==> config.mk <==
export PLATFORM = sky130hd
export DESIGN_NAME = angle_sensor_host
export DESIGN_NICKNAME = d
export VERILOG_FILES = /design/src/include/angle_host_pkg.sv /design/src/core/serial_shifter.sv /design/src/core/angle_sensor_host.sv
export SDC_FILE = /design/constraint.sdc
export NUM_CORES = 1
export LEC_CHECK = 0
export ABC_CLOCK_PERIOD_IN_PS = 9050
export BUFFER_PORTS_ARGS = -buffer_cell sky130_fd_sc_hd__buf_2
export CAP_MARGIN = 10
export CORE_ASPECT_RATIO = 1.75
export CORE_MARGIN = 4
export CORE_UTILIZATION = 40
export DETAILED_ROUTE_END_ITERATION = 16
export GPL_TIMING_DRIVEN = 1
export PLACE_DENSITY_LB_ADDON = 0.05
export SLEW_MARGIN = 20
export SYNTH_ARGS = -nofsm -noshare
export SYNTH_HDL_FRONTEND = slang
export SYNTH_SLANG_ARGS = --single-unit
==> constraint.sdc <==
create_clock -name sys_clk_i -period 9.05 [get_ports sys_clk_i]
set_clock_uncertainty 0.05 [all_clocks]
set_input_delay 2.2625 -clock sys_clk_i [delete_from_list [all_inputs] [get_ports sys_clk_i]]
set_output_delay 2.2625 -clock sys_clk_i [all_outputs]
set_load 0.005 [all_outputs]
==> src/include/angle_host_pkg.sv <==
// Constants, timing counts and types for the angle sensor host controller
package angle_host_pkg;

    // ==================================================================
    // Clock and word layout
    localparam int SYS_CLK_PERIOD_NS = 25;
    localparam int WORD_BITS = 16;
    localparam int RX_BITS = 17;
    localparam int PULSE_CNT_W = 5;
    localparam int ADDR_BITS = 5;
    localparam int DATA_BITS = 8;
    localparam logic [4:0] WORD_LEN = 5'h10;
    localparam logic [4:0] SSI_DUMMY_LEN = 5'h01;
    localparam logic [2:0] CMD_REG_READ = 3'h2;
    localparam logic [2:0] CMD_REG_WRITE = 3'h4;
    localparam logic [7:0] READ_FILL = 8'h00;

    // ==================================================================
    // Operations and controller states
    typedef enum logic [1:0] {
        OP_SPI_ANGLE = 2'h0,
        OP_REG_READ = 2'h1,
        OP_REG_WRITE = 2'h2,
        OP_SSI_ANGLE = 2'h3
    } op_t;

    typedef enum logic [2:0] {
        ST_IDLE = 3'h0,
        ST_SETUP = 3'h1,
        ST_SHIFT = 3'h2,
        ST_HOLD = 3'h3,
        ST_WAIT2 = 3'h4
    } state_t;

    // ==================================================================
    // Link timing, in printed units, and derived cycle counts
    localparam int ANGLE_GAP_NS = 150;
    localparam int REG_GAP_NS = 750;
    localparam int CS_SETUP_NS = 80;
    localparam int CS_HOLD_NS = 25;
    localparam int SSI_DEAD_US = 40;
    localparam int NVM_WAIT_MS = 20;
    localparam int SPI_MAX_MHZ = 25;

    // Least time rounded up to whole cycles, never below one
    function automatic int min_cycles(input int t_ns);
        int c;
        c = (t_ns + SYS_CLK_PERIOD_NS - 1) / SYS_CLK_PERIOD_NS;
        return (c < 1) ? 1 : c;
    endfunction

    localparam int ANGLE_GAP_CYC = min_cycles(ANGLE_GAP_NS);
    localparam int REG_GAP_CYC = min_cycles(REG_GAP_NS);
    localparam int CS_SETUP_CYC = min_cycles(CS_SETUP_NS);
    localparam int CS_HOLD_CYC = min_cycles(CS_HOLD_NS);
    localparam int SSI_DEAD_CYC = min_cycles(SSI_DEAD_US * 1000);
    localparam int NVM_WAIT_CYC = min_cycles(NVM_WAIT_MS * 1000000);
    localparam int SPI_MIN_HALF_CYC = min_cycles(1000 / SPI_MAX_MHZ / 2);
    // Half period must also cover the two-stage input synchroniser
    localparam int DEF_HALF_CYC = 4;
    localparam int TMR_W = 8;

endpackage

==> src/core/serial_shifter.sv <==
// Clock pulse generator and shift engine shared by the SPI and SSI links
`timescale 1ns/1ps
module serial_shifter #(
    parameter int HALF_CYC = angle_host_pkg::DEF_HALF_CYC
) (
    input wire logic sys_clk_i,
    input wire logic rst_i,
    input wire logic start_i,
    input wire logic idle_level_i,
    input wire logic [angle_host_pkg::PULSE_CNT_W-1:0] pulses_i,
    input wire logic [angle_host_pkg::WORD_BITS-1:0] tx_word_i,
    input wire logic rx_bit_i,
    output logic clk_o,
    output logic tx_bit_o,
    output logic busy_o,
    output logic done_o,
    output logic [angle_host_pkg::RX_BITS-1:0] rx_word_o
);
    import angle_host_pkg::*;

    localparam int DIV_W = $clog2(HALF_CYC + 1);
    localparam logic [DIV_W-1:0] DIV_LAST = DIV_W'(HALF_CYC - 1);

    logic [DIV_W-1:0] div_r;
    logic [PULSE_CNT_W-1:0] cnt_r;
    logic [WORD_BITS-1:0] tx_r;
    logic [RX_BITS-1:0] rx_r;
    logic busy_r;
    logic clk_r;
    logic done_r;

    // ==================================================================
    // Edge decode
    wire tick = busy_r && (div_r == DIV_LAST);
    wire rise = tick && !clk_r;
    wire fall = tick && clk_r;
    wire back_idle = tick && ((~clk_r) == idle_level_i);
    wire last = back_idle && (cnt_r == (pulses_i - 5'h01));
    wire [DIV_W-1:0] div_nxt = tick ? '0 : div_r + 1'h1;

    // ==================================================================
    // Shift engine: sample on rising edge, next output bit on falling
    always_ff @(posedge sys_clk_i or posedge rst_i) begin
        if (rst_i) begin
            div_r <= '0;
            cnt_r <= '0;
            tx_r <= '0;
            rx_r <= '0;
            busy_r <= 1'h0;
            clk_r <= 1'h0;
            done_r <= 1'h0;
        end else begin
            done_r <= last;
            if (start_i && !busy_r) begin
                busy_r <= 1'h1;
                div_r <= '0;
                cnt_r <= '0;
                tx_r <= tx_word_i;
                rx_r <= '0;
                clk_r <= idle_level_i;
            end else if (busy_r) begin
                div_r <= div_nxt;
                if (tick) begin
                    clk_r <= ~clk_r;
                end
                if (rise) begin
                    rx_r <= {rx_r[RX_BITS-2:0], rx_bit_i};
                end
                if (fall) begin
                    tx_r <= {tx_r[WORD_BITS-2:0], 1'h0};
                end
                if (back_idle) begin
                    cnt_r <= cnt_r + 1'h1;
                end
                if (last) begin
                    busy_r <= 1'h0;
                end
            end
        end
    end

    assign clk_o = busy_r ? clk_r : idle_level_i;
    assign tx_bit_o = tx_r[WORD_BITS-1];
    assign busy_o = busy_r;
    assign done_o = done_r;
    assign rx_word_o = rx_r;

endmodule

==> src/core/angle_sensor_host.sv <==
// Host controller driving an angle sensor over its SPI and SSI pins
// Summary of operation
// - Sixteen-bit words; optional seventeenth clock returns parity
// - Sample rising, drive falling, select idles high, MSB first
// - Serial clock kept at or below 25 MHz
// - Every command frame is sixteen bits on MOSI
// - Angle read up to sixteen clocks, MOSI zero
// - Read request: 010, address, eight zero bits
// - Write request: 100, address, new value
// - Wait 20 ms between write request and response
// - Select idle 150 ns between angles, 750 ns around registers
// - SSI dummy clock first, data MSB next, parity last
// - SSI clock high 40 us between reads
`timescale 1ns/1ps
module angle_sensor_host #(
    parameter int HALF_CYC = angle_host_pkg::DEF_HALF_CYC,
    parameter int NVM_WAIT_CYCLES = angle_host_pkg::NVM_WAIT_CYC
) (
    input wire logic sys_clk_i,
    input wire logic rst_i,
    input wire logic cmd_valid_i,
    output logic cmd_ready_o,
    input wire angle_host_pkg::op_t cmd_op_i,
    input wire logic [angle_host_pkg::ADDR_BITS-1:0] cmd_addr_i,
    input wire logic [angle_host_pkg::DATA_BITS-1:0] cmd_wdata_i,
    input wire logic [angle_host_pkg::PULSE_CNT_W-1:0] cmd_bits_i,
    input wire logic cmd_parity_i,
    output logic rsp_valid_o,
    output logic [angle_host_pkg::WORD_BITS-1:0] rsp_data_o,
    output logic rsp_parity_bit_o,
    output logic rsp_parity_err_o,
    output logic rsp_match_o,
    output logic spi_cs_n_o,
    output logic spi_sclk_o,
    output logic spi_mosi_o,
    input wire logic spi_miso_i,
    output logic ssi_clock_o,
    input wire logic ssi_data_i
);
    import angle_host_pkg::*;

    // Idle counter must reach the longer of the write wait and the SSI dead time
    localparam int GAP_MAX = (NVM_WAIT_CYCLES > SSI_DEAD_CYC) ? NVM_WAIT_CYCLES : SSI_DEAD_CYC;
    localparam int GAP_W = $clog2(GAP_MAX + 1);

    // ==================================================================
    // Helpers
    function automatic logic [4:0] eff_bits(input logic [4:0] b);
        return ((b == 5'h00) || (b > WORD_LEN)) ? WORD_LEN : b;
    endfunction

    // Conservative idle time before the next select or SSI frame
    function automatic int gap_need(input op_t op, input op_t last);
        int g;
        g = ANGLE_GAP_CYC;
        if ((op == OP_SSI_ANGLE) || (last == OP_SSI_ANGLE)) begin
            g = SSI_DEAD_CYC;
        end else if ((op != OP_SPI_ANGLE) || (last != OP_SPI_ANGLE)) begin
            g = REG_GAP_CYC;
        end
        return g;
    endfunction

    // Drop parity and dummy bits, left align the data bits
    function automatic logic [15:0] align_word(input logic [16:0] rx, input logic [4:0] d,
                                               input logic p);
        logic [16:0] v;
        v = p ? (rx >> 1) : rx;
        v = v << (WORD_LEN - d);
        return v[15:0];
    endfunction

    // ==================================================================
    // Registers
    state_t state_r;
    state_t state_nxt;
    op_t op_r;
    op_t last_op_r;
    logic [ADDR_BITS-1:0] addr_r;
    logic [DATA_BITS-1:0] wdata_r;
    logic [PULSE_CNT_W-1:0] bits_r;
    logic par_r;
    logic frame2_r;
    logic cs_n_r;
    logic [TMR_W-1:0] tmr_r;
    logic [GAP_W-1:0] idle_cnt_r;
    logic miso_meta_r;
    logic miso_sync_r;
    logic ssd_meta_r;
    logic ssd_sync_r;
    logic rsp_valid_r;
    logic [WORD_BITS-1:0] rsp_data_r;
    logic rsp_par_r;
    logic rsp_err_r;
    logic rsp_match_r;
    logic eng_clk;
    logic eng_tx;
    logic eng_busy;
    logic eng_done;
    logic [RX_BITS-1:0] eng_rx;

    // ==================================================================
    // Decode
    wire link_ssi = (op_r == OP_SSI_ANGLE);
    wire reg_op = (op_r == OP_REG_READ) || (op_r == OP_REG_WRITE);
    wire first_of_two = reg_op && !frame2_r;
    wire tmr_zero = (tmr_r == '0);
    wire gap_ok = idle_cnt_r >= GAP_W'(gap_need(cmd_op_i, last_op_r));
    wire accept = cmd_valid_i && cmd_ready_o;
    wire [GAP_W-1:0] wait2_need = (op_r == OP_REG_WRITE) ? GAP_W'(NVM_WAIT_CYCLES)
                                                          : GAP_W'(REG_GAP_CYC);
    wire wait2_ok = (state_r == ST_WAIT2) && (idle_cnt_r >= wait2_need);
    wire eng_start = (state_r == ST_SETUP) && tmr_zero;
    wire hold_done = (state_r == ST_HOLD) && tmr_zero;
    wire ssi_done = (state_r == ST_SHIFT) && eng_done && link_ssi;
    wire finish = (hold_done && !first_of_two) || ssi_done;
    wire link_end = hold_done || ssi_done;
    wire idle_count = ((state_r == ST_IDLE) || (state_r == ST_WAIT2)) && (idle_cnt_r != '1);
    wire [4:0] par_len = {4'h0, par_r};
    wire [4:0] data_bits = reg_op ? WORD_LEN : bits_r;
    wire [4:0] frame_pulses = link_ssi ? (SSI_DUMMY_LEN + bits_r + par_len)
                            : first_of_two ? WORD_LEN
                            : (data_bits + par_len);
    wire [15:0] read_req = {CMD_REG_READ, addr_r, READ_FILL};
    wire [15:0] write_req = {CMD_REG_WRITE, addr_r, wdata_r};
    wire [15:0] tx_word = !first_of_two ? 16'h0000
                        : (op_r == OP_REG_READ) ? read_req : write_req;
    wire [15:0] rx_aligned = align_word(eng_rx, data_bits, par_r);
    wire rx_err = par_r && ((^rx_aligned) ^ eng_rx[0]);
    wire rx_bit = link_ssi ? ssd_sync_r : miso_sync_r;

    assign cmd_ready_o = (state_r == ST_IDLE) && gap_ok && !eng_busy;

    // ==================================================================
    // Control sequence
    always_comb begin
        state_nxt = state_r;
        case (state_r)
            ST_IDLE: begin
                if (accept) begin
                    state_nxt = ST_SETUP;
                end
            end
            ST_SETUP: begin
                if (tmr_zero) begin
                    state_nxt = ST_SHIFT;
                end
            end
            ST_SHIFT: begin
                if (eng_done) begin
                    state_nxt = link_ssi ? ST_IDLE : ST_HOLD;
                end
            end
            ST_HOLD: begin
                if (tmr_zero) begin
                    state_nxt = first_of_two ? ST_WAIT2 : ST_IDLE;
                end
            end
            ST_WAIT2: begin
                if (wait2_ok) begin
                    state_nxt = ST_SETUP;
                end
            end
            default: begin
                state_nxt = ST_IDLE;
            end
        endcase
    end

    always_ff @(posedge sys_clk_i or posedge rst_i) begin
        if (rst_i) begin
            state_r <= ST_IDLE;
            op_r <= OP_SPI_ANGLE;
            last_op_r <= OP_SPI_ANGLE;
            addr_r <= '0;
            wdata_r <= '0;
            bits_r <= WORD_LEN;
            par_r <= 1'h0;
            frame2_r <= 1'h0;
        end else begin
            state_r <= state_nxt;
            if (accept) begin
                op_r <= cmd_op_i;
                addr_r <= cmd_addr_i;
                wdata_r <= cmd_wdata_i;
                bits_r <= eff_bits(cmd_bits_i);
                par_r <= cmd_parity_i;
                frame2_r <= 1'h0;
            end
            if (hold_done && first_of_two) begin
                frame2_r <= 1'h1;
            end
            if (finish) begin
                last_op_r <= op_r;
            end
        end
    end

    // Select line, frame timer and idle-time counter
    always_ff @(posedge sys_clk_i or posedge rst_i) begin
        if (rst_i) begin
            cs_n_r <= 1'h1;
            tmr_r <= '0;
            idle_cnt_r <= '1;
        end else begin
            if ((accept && (cmd_op_i != OP_SSI_ANGLE)) || wait2_ok) begin
                cs_n_r <= 1'h0;
            end else if (hold_done) begin
                cs_n_r <= 1'h1;
            end
            if (accept || wait2_ok) begin
                tmr_r <= TMR_W'(CS_SETUP_CYC);
            end else if ((state_r == ST_SHIFT) && eng_done) begin
                tmr_r <= TMR_W'(CS_HOLD_CYC);
            end else if (!tmr_zero) begin
                tmr_r <= tmr_r - 1'h1;
            end
            if (link_end) begin
                idle_cnt_r <= '0;
            end else if (idle_count) begin
                idle_cnt_r <= idle_cnt_r + 1'h1;
            end
        end
    end

    // Pin synchronisers and response capture
    always_ff @(posedge sys_clk_i or posedge rst_i) begin
        if (rst_i) begin
            miso_meta_r <= 1'h0;
            miso_sync_r <= 1'h0;
            ssd_meta_r <= 1'h0;
            ssd_sync_r <= 1'h0;
            rsp_valid_r <= 1'h0;
            rsp_data_r <= '0;
            rsp_par_r <= 1'h0;
            rsp_err_r <= 1'h0;
            rsp_match_r <= 1'h0;
        end else begin
            miso_meta_r <= spi_miso_i;
            miso_sync_r <= miso_meta_r;
            ssd_meta_r <= ssi_data_i;
            ssd_sync_r <= ssd_meta_r;
            rsp_valid_r <= finish;
            if (finish) begin
                rsp_data_r <= rx_aligned;
                rsp_par_r <= par_r & eng_rx[0];
                rsp_err_r <= rx_err;
                rsp_match_r <= (op_r == OP_REG_WRITE) && (rx_aligned[15:8] == wdata_r);
            end
        end
    end

    // ==================================================================
    // Shift engine and pin routing
    serial_shifter #(
        .HALF_CYC(HALF_CYC)
    ) u_shifter (
        .sys_clk_i(sys_clk_i),
        .rst_i(rst_i),
        .start_i(eng_start),
        .idle_level_i(link_ssi),
        .pulses_i(frame_pulses),
        .tx_word_i(tx_word),
        .rx_bit_i(rx_bit),
        .clk_o(eng_clk),
        .tx_bit_o(eng_tx),
        .busy_o(eng_busy),
        .done_o(eng_done),
        .rx_word_o(eng_rx)
    );

    assign spi_cs_n_o = cs_n_r;
    assign spi_sclk_o = link_ssi ? 1'h0 : eng_clk;
    assign spi_mosi_o = link_ssi ? 1'h0 : eng_tx;
    assign ssi_clock_o = link_ssi ? eng_clk : 1'h1;
    assign rsp_valid_o = rsp_valid_r;
    assign rsp_data_o = rsp_data_r;
    assign rsp_parity_bit_o = rsp_par_r;
    assign rsp_parity_err_o = rsp_err_r;
    assign rsp_match_o = rsp_match_r;

    // ==================================================================
    // Checks
    logic sclk_q_r;
    logic ssi_clock_q_r;
    logic [4:0] sclk_rises_r;
    logic [4:0] ssi_clock_rises_r;
    logic [15:0] mosi_cap_r;

    always_ff @(posedge sys_clk_i or posedge rst_i) begin
        if (rst_i) begin
            sclk_q_r <= 1'h0;
            ssi_clock_q_r <= 1'h1;
            sclk_rises_r <= '0;
            ssi_clock_rises_r <= '0;
            mosi_cap_r <= '0;
        end else begin
            sclk_q_r <= spi_sclk_o;
            ssi_clock_q_r <= ssi_clock_o;
            if (spi_cs_n_o) begin
                sclk_rises_r <= '0;
                mosi_cap_r <= '0;
            end else if (spi_sclk_o && !sclk_q_r) begin
                sclk_rises_r <= sclk_rises_r + 1'h1;
                mosi_cap_r <= {mosi_cap_r[14:0], spi_mosi_o};
            end
            if (eng_start) begin
                ssi_clock_rises_r <= '0;
            end else if (ssi_clock_o && !ssi_clock_q_r) begin
                ssi_clock_rises_r <= ssi_clock_rises_r + 1'h1;
            end
        end
    end

    AST_CS_IDLE_HIGH: assert property (@(posedge sys_clk_i) disable iff (rst_i)
        (state_r == ST_IDLE) |-> spi_cs_n_o)
        else $error("select low while idle");
    AST_SCLK_HIGH_MIN: assert property (@(posedge sys_clk_i) disable iff (rst_i)
        $rose(spi_sclk_o) |=> spi_sclk_o)
        else $error("serial clock high phase too short");
    AST_SCLK_LOW_MIN: assert property (@(posedge sys_clk_i) disable iff (rst_i)
        $fell(spi_sclk_o) |=> !spi_sclk_o)
        else $error("serial clock low phase too short");
    AST_MOSI_STABLE: assert property (@(posedge sys_clk_i) disable iff (rst_i)
        $rose(spi_sclk_o) |-> $stable(spi_mosi_o))
        else $error("MOSI changed on sampling edge");
    AST_FRAME_PULSES: assert property (@(posedge sys_clk_i) disable iff (rst_i)
        $rose(spi_cs_n_o) |-> (sclk_rises_r == $past(frame_pulses)))
        else $error("wrong clock count in SPI frame");
    AST_READ_CMD: assert property (@(posedge sys_clk_i) disable iff (rst_i)
        ($rose(spi_cs_n_o) && $past(first_of_two) && (op_r == OP_REG_READ))
        |-> (mosi_cap_r[15:13] == CMD_REG_READ) && (mosi_cap_r[12:8] == addr_r)
            && (mosi_cap_r[7:0] == READ_FILL))
        else $error("bad read request frame");
    AST_WRITE_CMD: assert property (@(posedge sys_clk_i) disable iff (rst_i)
        ($rose(spi_cs_n_o) && $past(first_of_two) && (op_r == OP_REG_WRITE))
        |-> (mosi_cap_r == {CMD_REG_WRITE, addr_r, wdata_r}))
        else $error("bad write request frame");
    AST_ZERO_MOSI: assert property (@(posedge sys_clk_i) disable iff (rst_i)
        ($rose(spi_cs_n_o) && !$past(first_of_two)) |-> (mosi_cap_r == 16'h0000))
        else $error("MOSI not zero in response or angle frame");
    AST_NVM_WAIT: assert property (@(posedge sys_clk_i) disable iff (rst_i)
        ($fell(spi_cs_n_o) && frame2_r && (op_r == OP_REG_WRITE))
        |-> ($past(idle_cnt_r) >= GAP_W'(NVM_WAIT_CYCLES)))
        else $error("write response frame started too early");
    AST_SELECT_GAP: assert property (@(posedge sys_clk_i) disable iff (rst_i)
        $fell(spi_cs_n_o) |-> ($past(idle_cnt_r) >= GAP_W'(ANGLE_GAP_CYC))
            && (!(reg_op || (last_op_r != OP_SPI_ANGLE))
                || ($past(idle_cnt_r) >= GAP_W'(REG_GAP_CYC))))
        else $error("select idle time too short");
    AST_SSI_DEAD: assert property (@(posedge sys_clk_i) disable iff (rst_i)
        (eng_start && link_ssi && (last_op_r == OP_SSI_ANGLE))
        |-> (idle_cnt_r >= GAP_W'(SSI_DEAD_CYC)))
        else $error("SSI dead time too short");
    AST_SSI_PULSES: assert property (@(posedge sys_clk_i) disable iff (rst_i)
        ssi_done |=> (ssi_clock_rises_r == frame_pulses) && rsp_valid_o)
        else $error("wrong SSI clock count or missing response");

endmodule

; Word-level counts from Yosys, hierarchy flattened
; Index checks and enable logic that the tools add are counted.
; Widths: inputs -> output; s select.
[totals]
register_bits = 124
latchBits = 0
ramBits = 0
romBits = 0
in_bits = 26
output_inout_bits = 25
word_cells = 167
memories = 0
[op_classes]
n_addsub = 9
multipliers = 0
n_div = 0
n_lt_le_gt_ge = 3
n_eq_ne = 21
n_shift = 1
muxes = 50
n_bitwise = 3
reduce_logical = 53
[op_table]
columns = operator, count
row1 = $mux 16, 5
row2 = $mux 20, 4
row3 = $mux 17, 4
row4 = $ge 20x20->1, 2
row5 = $mux 5, 8
row6 = $mux 3, 9
row7 = $mux 8, 3
row8 = $logic_and 1x1->1, 21
row9 = $add 20x1->20 const B, 1
row10 = $ne 20x20->1 const B, 1
row11 = $reduce_bool 2->1, 10
row12 = $shl 17x5->16, 1
row13 = $reduce_xor 16->1, 1
row14 = $mux 1, 15
row15 = $pmux 3 s5, 1
row16 = $add 5x1->5, 2
row17 = $ne 2x2->1 const B, 5
row18 = $eq 3x2->1 const B, 3
row19 = $logic_or 1x1->1, 9
row20 = $eq 2x2->1 const B, 4
row21 = $eq 8x8->1, 1
row22 = $logic_not 8->1, 1
row23 = $reduce_and 2->1, 4
row24 = $sub 8x1->8 const B, 1
row25 = 21 further kinds, 24

; Logic depth before layout (Yosys ltp)
; Gate-level depths: netlist of the first run.
[depth]
ltp_word = 12
depth_mapped = 19
ltp_nobuf = 15

; Cells and area by module
; Synthesis of the first run repeated with hierarchy kept, for this count alone.
[hier_totals]
hier_cells = 819
hier_area_um2 = 7572.3
[by_module_without_submodules]
columns = module, n_inst, cells_each, area_each_um2, seq_area_each_um2
row1 = angle_sensor_host, 1, 587, 5472.7, 2029.4
row2 = serial_shifter, 1, 232, 2099.5, 1101.1

; Least setup slack after synthesis of the first run
; No wires, ideal clock.
[synth_path]
path_kind = input-to-output
start = input port cmd_op_i[0]
end = output port cmd_ready_o
arrival_ns = 4.060
required_time_ns = 6.738
slack_ns = 2.678
path_stages = 10
path_buffers = 0
path_cell_list = a22oi_1 > inv_1 > ha_1 > a21boi_0 > o21a_1 > o21ai_0 > a21boi_0 > o41ai_1 > a21oi_1 > or2_2
[synth_via]
elab_chain_len = 7
elab_cells_between_ends = 9
classes_between = 1 x order compare / 1 x eq/ne / 2 x mux / 5 x reduce/logical
[synth_rtl]
columns = item, line
row1 = "start, declared", angle_sensor_host.sv:23  ; input wire angle_host_pkg::op_t cmd_op_i,
row2 = $reduce_bool 2->1, angle_sensor_host.sv:58  ; end else if ((op != OP_SPI_ANGLE) || (last != OP_SPI_ANGLE)) begin
row3 = $logic_or 1x1->1, angle_sensor_host.sv:58
row4 = $mux 5, angle_sensor_host.sv:58
row5 = $mux 20 *, angle_sensor_host.sv:56  ; if ((op == OP_SSI_ANGLE) || (last == OP_SSI_ANGLE)) begin
row6 = $ge 20x20->1 *, angle_sensor_host.sv:108  ; wire gap_ok = idle_cnt_r >= GAP_W'(gap_need(cmd_op_i, last_op_r));
row7 = $logic_and 1x1->1 * (2 in series), angle_sensor_host.sv:132  ; assign cmd_ready_o = (state_r == ST_IDLE) && gap_ok && !eng_busy;
row8 = "end, declared", angle_sensor_host.sv:22  ; output logic cmd_ready_o,
; Every way passes the cells marked *; elsewhere a longest branch is shown, timed or not.

; Worst setup path in the final report of the first run
[layout_path]
start = input port cmd_op_i[1]
end = output port cmd_ready_o
; The elaborated chain is that of the path after synthesis.

==> impl_results.md, run 1 <==
- Status: finished, final reports clean
- Io pins: between 50 and 60
- Crit path from: cmd_op_i[1]
- Pint: between 1 and 1.5 mW
- Max_slew headroom: 0.3493
- Yosys cell types: 73
- DRT antenna net count: 0
- Main flop type after synthesis: dfrtp_1
- Sequential power share: 0.436
- Area Overhead vs Synth: 13.88%
- Hold Crit Class: reg2reg
- Final Critical Period: 7.013 ns
- WP data required: 6.74 ns
- Largest net degree at the start of global routing: 48
- FF+latch count, synth: approximately 120
- Share of layout cells above drive strength 1: 0.1899
- Starting Density: 0.4055
- Most common cell after layout, fill and taps aside: dfrtp_1
- Largest stage delay on the critical path: approximately 0.47 ns
- Max Root-Sink Buffers: 2
- Nets: a little under 900
- Wirelength per Cell: 18.47 um
- Crit path DAT: 4.70 ns
- Vias/cell: around 5.6
- Slowest cell on crit path: a22oi_1
- Sequential area share after synthesis: 0.4155
- Setup bufs post-CTS: 0
- FMAX: ~140 MHz
- Core area: about 0.019 mm^2
- First-pass GRT wire length: 33260 um
- Final setup viols: 0
- Power density over the cells: 148.8 mW/mm^2
- Die X: around 110 um
- Number of gates resized after CTS: 0
- CP Capture Type: output port
- Final period util: 0.7749
- Initial DRC count: between 200 and 250
- Die ar.: 0.02118 mm^2
- Die Ht: roughly 190 um
- VDD IR max: ~120 uV
- Reg-to-reg critical path startpoint: op_r[0]$_DFFE_PP0P_
- Std cell rows: 66
- Total congestion overflow: 0
- DR vias: ~6000
- Clock Latency Late Sink: ~0.42 ns
- EDFF count, synth: 0
- Synth Area per Inst: roughly 9.5 um^2
- Clock power share: 0.547
- Vias in the first global route: 6380
- Crit Path Max Fanout: 6
- First drt pass iteration count: 5
- MaxCap Viol Count: 0
- Comb power frac: 0.017
- Min-Delay Startpoint: ssd_meta_r$_DFF_PP0_
- CTS Sinks: around 120
- CTS tree: done
- Async SR Flop Fraction: 1.000
- Startpoint Class: primary input
- Switch share: 0.2038
- P_leak: ~3.8 nW
- Clock root buffer: clkbuf_16
- DP HPWL: 15320 um
- Final hold slack: between 0.2 and 0.3 ns
- Port bufs: 50
- Routed Wire Length: between 20000 and 25000 um
- RSZ-0062 raised after global routing: false
- Commonest non-fill, non-tap cells in the layout: dfrtp_1, nand2_1, nor2_1, a21oi_1, buf_2
- Least-Margin Pin Slew: about 0.97 ns
- Initial antenna violation count: 0
- Post-Synthesis Cells: just under 800
- Layout Utilization: 0.4618
- Max H-tree Level: 4
- Number of CTS-inserted buffers: 17
- DP Worst Slack: ~2.1 ns
- Cells along the critical path: buf_2 -> a22oi_1 -> inv_1 -> ha_1 -> a21boi_0 -> o21a_1 -> o21ai_0 -> a21boi_0 -> o41ai_1 -> a21oi_1 -> or2_2 -> buf_2
- Synthesized area: between 0.007 and 0.008 mm^2
- Switching pwr: approximately 0.26 mW
- Syn_nets: 851
- Crit path kind: in2out
- Count of final hold-check violations: 0
- Sum Neg Setup Slack: 0 ns
- Post-route DRC: 0
- Ys Warns: 0
- Power Total: between 1 and 1.5 mW
- Clock slew at reported path FFs: ~0.050 ns
- Gr usage total: 0.1975
- Routability cong.: around 0.89
- Ant diodes: 0
- Final number of max-transition violations: 0
- Worst setup margin: approximately 2.0 ns
- # hold bufs at CTS: 0
-- through the flow --
stage | cell area, um^2 | cells
5_1_grt | 8579 | 1086
4_1_cts | 8579 | 1086
2_1_floorplan | 7533 | 794
3_3_place_gp | 7981 | 1054
3_5_place_dp | 7981 | 1054
6_report | 8579 | 1086
-- final timing paths --
| path | to | slack (ns) | cells past startpoint |
|---|---|---|---|
| worst max-delay path | cmd_ready_o | 2.04 | 12 |
| worst min-delay path | ssd_sync_r$_DFF_PP0_ | 0.30 | 0 |
| worst max register to register | rsp_parity_err_o$_DFFE_PP0P_ | 4.48 | 14 |
| worst min register to register | ssd_sync_r$_DFF_PP0_ | 0.30 | 0 |
| max in group asynchronous | ssd_meta_r$_DFF_PP0_ | 6.15 | 3 |
| min in group asynchronous | addr_r[4]$_DFFE_PP0P_ | 1.83 | 2 |
-- state kept, by name (all words and copies together), names as in the netlist, 5 cells and up --
name	flops
tmr_r	8
idle_cnt_r	20
addr_r	5
u_shifter.tx_r	16
rsp_data_o	16
wdata_r	8
u_shifter.rx_word_o	17
u_shifter.cnt_r	5
bits_r	5
-- critical path, delay by kind of cell --
| family | cells | cell delay, ns |
|---|---|---|
| AO/OA/AOI/OAI | 7 | 1.48 |
| buffers and inverters | 3 | 0.36 |
| AND/OR/NAND/NOR | 1 | 0.31 |
| adder cells (fa/ha/maj) | 1 | 0.29 |
-- cells in the mapped netlist (all sizes together) (5+ instances only) --
library cell | number | area share
or3 | 13 | 0.011
o21ai | 39 | 0.026
dfrtp | 102 | 0.34
a21oi | 56 | 0.037
mux4 | 8 | 0.024
nand2 | 95 | 0.047
xor2 | 28 | 0.035
buf | 10 | 0.010
nor2 | 71 | 0.035
nand4 | 12 | 0.010
nand2b | 6 | 0.0050
and3 | 15 | 0.012
nor4 | 7 | 0.0058
mux2 | 19 | 0.028
mux2i | 26 | 0.035
o22ai | 5 | 0.0060
nor2b | 7 | 0.0058
nor3 | 24 | 0.017
o31ai | 13 | 0.016
o21a | 6 | 0.0060
dfstp | 22 | 0.077
nand3 | 22 | 0.015
ha | 31 | 0.051
a211oi | 18 | 0.021
xnor2 | 26 | 0.031
clkbuf | 27 | 0.013
inv | 28 | 0.016
-- cell type report --
| class | count | area [um^2] |
|---|---|---|
| fillers | 1860 | 10000 |
| clock buffers | 25 | 485.5 |
| repair buffers | 59 | 317.8 |
| well taps | 238 | 297.8 |
| inverters | 30 | 127.6 |
| flip-flops and latches | 124 | 3131 |
| clock inverters | 7 | 112.6 |
| multi-input cells | 603 | 4108 |
-- power by group through the flow --
stage	Sequential [mW]	Combinational [mW]	Clock (mW)
after floorplan	0.566	0.0113	0
after global placement	0.566	0.0224	0
after detailed placement	0.566	0.0233	0
after CTS	0.556	0.0235	0.715
after global routing	0.556	0.0262	0.740
final	0.556	0.0222	0.698
-- logic make-up (layout without fill, tap and decap cells) --
logic type | count (synthesis) | in the layout | synth area share
AND/OR/NAND/NOR | 292 | 292 | 0.1842
adder cells (fa/ha/maj) | 31 | 31 | 0.05149
flip-flops | 124 | 124 | 0.4155
AO/OA/AOI/OAI | 172 | 172 | 0.1531
XOR/XNOR | 55 | 55 | 0.06876
multiplexers | 53 | 53 | 0.08686
buffers and inverters | 67 | 121 | 0.04003
-- per-layer routing --
| layer | wire [um] | part of all wire | GRT usage |
|---|---|---|---|
| met4 | 775 | 0.039 | 0.09321 |
| met3 | 458 | 0.023 | 0.03533 |
| met2 | 11440 | 0.57 | 0.3831 |
| met1 | 7384 | 0.37 | 0.2000 |
| met5 | 0 | 0 | 0 |
Note: power is estimated with default switching activity, not from simulation.
==> run 2, diff against run 1 <==
--- a/config.mk
+++ b/config.mk
@@ -5,7 +5,7 @@
 export SDC_FILE = /design/constraint.sdc
 export NUM_CORES = 1
 export LEC_CHECK = 0
-export ABC_CLOCK_PERIOD_IN_PS = 9050
+export ABC_CLOCK_PERIOD_IN_PS = 6890
 export BUFFER_PORTS_ARGS = -buffer_cell sky130_fd_sc_hd__buf_2
 export CAP_MARGIN = 10
 export CORE_ASPECT_RATIO = 1.75
==> constraint.sdc (replaced) <==
create_clock -name sys_clk_i -period 6.89 [get_ports sys_clk_i]
set_clock_uncertainty 0.05 [all_clocks]
set_input_delay 1.7225 -clock sys_clk_i [delete_from_list [all_inputs] [get_ports sys_clk_i]]
set_output_delay 1.7225 -clock sys_clk_i [all_outputs]
set_load 0.005 [all_outputs]
==> run 2 against run 1 <==
Against the previous run:
- final area down 0.18%
- clock-buffer cell count fell by 3
- wire length up 0.19%
- largest cell class unchanged
==> impl_results.md, run 2 (synthesis results as in run 1) <==
- Status: finished, final reports clean
- Wirelength per Cell: 18.51 um (+0.19%)
- Max_slew headroom: 0.2952 (-0.05406)
- Startpoint Class: primary input
- P_leak: 3.829 nW (-0.19%)
- Filler cells: 1846 (-0.75%)
- Vias/cell: 5.620 (+0.93%)
- Die X: 111.7 um (unchanged)
- Die ar.: 0.02118 mm^2 (unchanged)
- Area Overhead vs Synth: 13.69%
- Largest stage delay on the critical path: 0.44 ns (-0.03 ns)
- Crit path buffers/inverters: 3 (unchanged)
- DR vias: 6103 (+0.93%)
- CTS tree: done
- Reg-to-reg critical path startpoint: op_r[0]$_DFFE_PP0P_
- Cells along the critical path: buf_2 -> a22oi_1 -> inv_1 -> ha_1 -> a21boi_0 -> o21a_1 -> o21ai_0 -> a21boi_0 -> o41ai_1 -> a21oi_1 -> or2_2 -> buf_2
- Initial DRC count: 233 (+3.1%)
- Core area: 0.01858 mm^2 (unchanged)
- DP HPWL: 15000 um (-2.1%)
- Hold Crit Class: reg2reg
- Largest Register: idle_cnt_r
- Final number of max-transition violations: 0 (unchanged)
- Clock power share: 0.541 (-0.006)
- Final setup viols: 0 (unchanged)
- Vias in the first global route: 6389 (+0.14%)
- Largest net degree at the start of global routing: 73 (+52%)
- CP Capture Type: output port
- Crit path from: cmd_op_i[0]
- Gr usage total: 0.1973 (-0.0002309)
- Crit path kind: in2out
- Switching pwr: 0.3543 mW (+36%)
- Io pins: 51 (unchanged)
- Number of gates resized after CTS: 0 (unchanged)
- Clock slew at reported path FFs: 0.05 ns (about the same)
- Final period util: 0.8546
- Port bufs: 50 (unchanged)
- Commonest non-fill, non-tap cells in the layout: dfrtp_1, nand2_1, nor2_1, a21oi_1, buf_2
- Crit Path Max Fanout: 6 (unchanged)
- Max Root-Sink Buffers: 2 (unchanged)
- MaxCap Viol Count: 0 (unchanged)
- Register Area: 0.003131 mm^2 (unchanged)
- Die Ht: 189.5 um (unchanged)
- Comb power frac: 0.017 (about the same)
- Sequential power share: 0.442 (+0.006)
- Least-Margin Pin Slew: 1.049 ns (+0.08048 ns)
- Routability cong.: 0.8799 (-1.2%)
- Clock Latency Late Sink: 0.42 ns (about the same)
- Critical path's top delay family: compound AO/OA/AOI/OAI gates
- Post-route DRC: 0 (unchanged)
- # hold bufs at CTS: 0 (unchanged)
- Share of layout cells above drive strength 1: 0.1924 (+0.002585)
- First drt pass iteration count: 5 (unchanged)
- Dpl cell area: 0.007974 mm^2 (about the same)
- FMAX: about 170 MHz
- VDD IR max: 112.8 uV (-4.7%)
- Initial antenna violation count: 2 (+2)
- Multi-input logic area: 0.004108 mm^2 (unchanged)
- Starting Density: 0.4055 (unchanged)
- Design area: 0.008564 mm^2 (-0.18%)
- Number of CTS-inserted buffers: 17 (unchanged)
- Final Critical Period: approximately 6 ns
- RSZ-0062 raised after global routing: false
- WP data required: 5.12 ns (-1.62 ns)
- Max H-tree Level: 4 (unchanged)
- Crit path DAT: 4.12 ns (-0.58 ns)
- Routed Wire Length: 20100 um (+0.19%)
- Min-Delay Startpoint: miso_meta_r$_DFF_PP0_
- Pint: 1.299 mW (+28%)
- Sum Neg Setup Slack: 0 ns (unchanged)
- Setup bufs post-CTS: 0 (unchanged)
- Count of final hold-check violations: 0 (unchanged)
- First-pass GRT wire length: 33100 um (-0.48%)
- Max reg flops: 20 (unchanged)
- Nets: 891 (-0.11%)
- Most common cell after layout, fill and taps aside: dfrtp_1
- Std cell rows: 66 (unchanged)
- Power density over the cells: 193.0 mW/mm^2 (+30%)
- DRT antenna net count: 0 (unchanged)
- Switch share: 0.2143 (+0.01053)
- CTS Sinks: 124 (unchanged)
- Slowest cell on crit path: a22oi_1
- Total congestion overflow: 0 (unchanged)
- Clock root buffer: clkbuf_16
==> run 2: final cells by class <==
cell class / count / share of cell area
multi-input cells: 603 / 0.4796
repair buffers: 58 / 0.03623
flip-flops and latches: 124 / 0.3655
clock buffers: 22 / 0.05537
inverters: 30 / 0.01490
clock inverters: 10 / 0.01329
diodes: 1 / 0.0002922
well taps: 238 / 0.03477
==> run 2: power by group through the flow <==
stage	Sequential, mW	Combinational, mW	Clock (mW)
floorplan	0.743	0.0148	0
global placement	0.743	0.0288	0
detailed placement	0.743	0.0300	0
CTS	0.731	0.0300	0.920
global route	0.730	0.0337	0.950
finish	0.731	0.0284	0.894
==> run 2: metrics by stage <==
stage,instances,hold slack [ns],setup slack [ns],total power [mW],util
6_report,1086,0.2935,1.002,1.653,0.4609
5_1_grt,1085,0.3011,0.7929,1.714,0.4608
4_1_cts,1085,0.2967,1.015,1.681,0.4608
3_5_place_dp,1053,0.2856,1.033,0.7732,0.4292
3_3_place_gp,1053,0.2823,1.107,0.7719,0.4292
2_1_floorplan,794,0.2812,1.598,0.7579,-
==> run 2: layer usage <==
| metal | track usage | part of all wire | vias to the layer above |
|---|---|---|---|
| met2 | 0.3711 | 0.55 | 105 |
| met4 | 0.1021 | 0.044 | 2 |
| met1 | 0.2048 | 0.38 | 3025 |
| li1 | - | - | 2920 |
| met5 | 0 | 0.00035 | - |
| met3 | 0.03724 | 0.026 | 51 |
==> run 2: final timing paths <==
path	end	slack (ns)	depth (start not counted)
worst max register to register	rsp_parity_err_o$_DFFE_PP0P_	2.33	14
worst max-delay path	cmd_ready_o	1.00	12
worst min register to register	miso_sync_r$_DFF_PP0_	0.29	0
worst min-delay path	miso_sync_r$_DFF_PP0_	0.29	0
max in group asynchronous	frame2_r$_DFFE_PP0P_	4.05	3
min in group asynchronous	wdata_r[3]$_DFFE_PP0P_	1.47	2
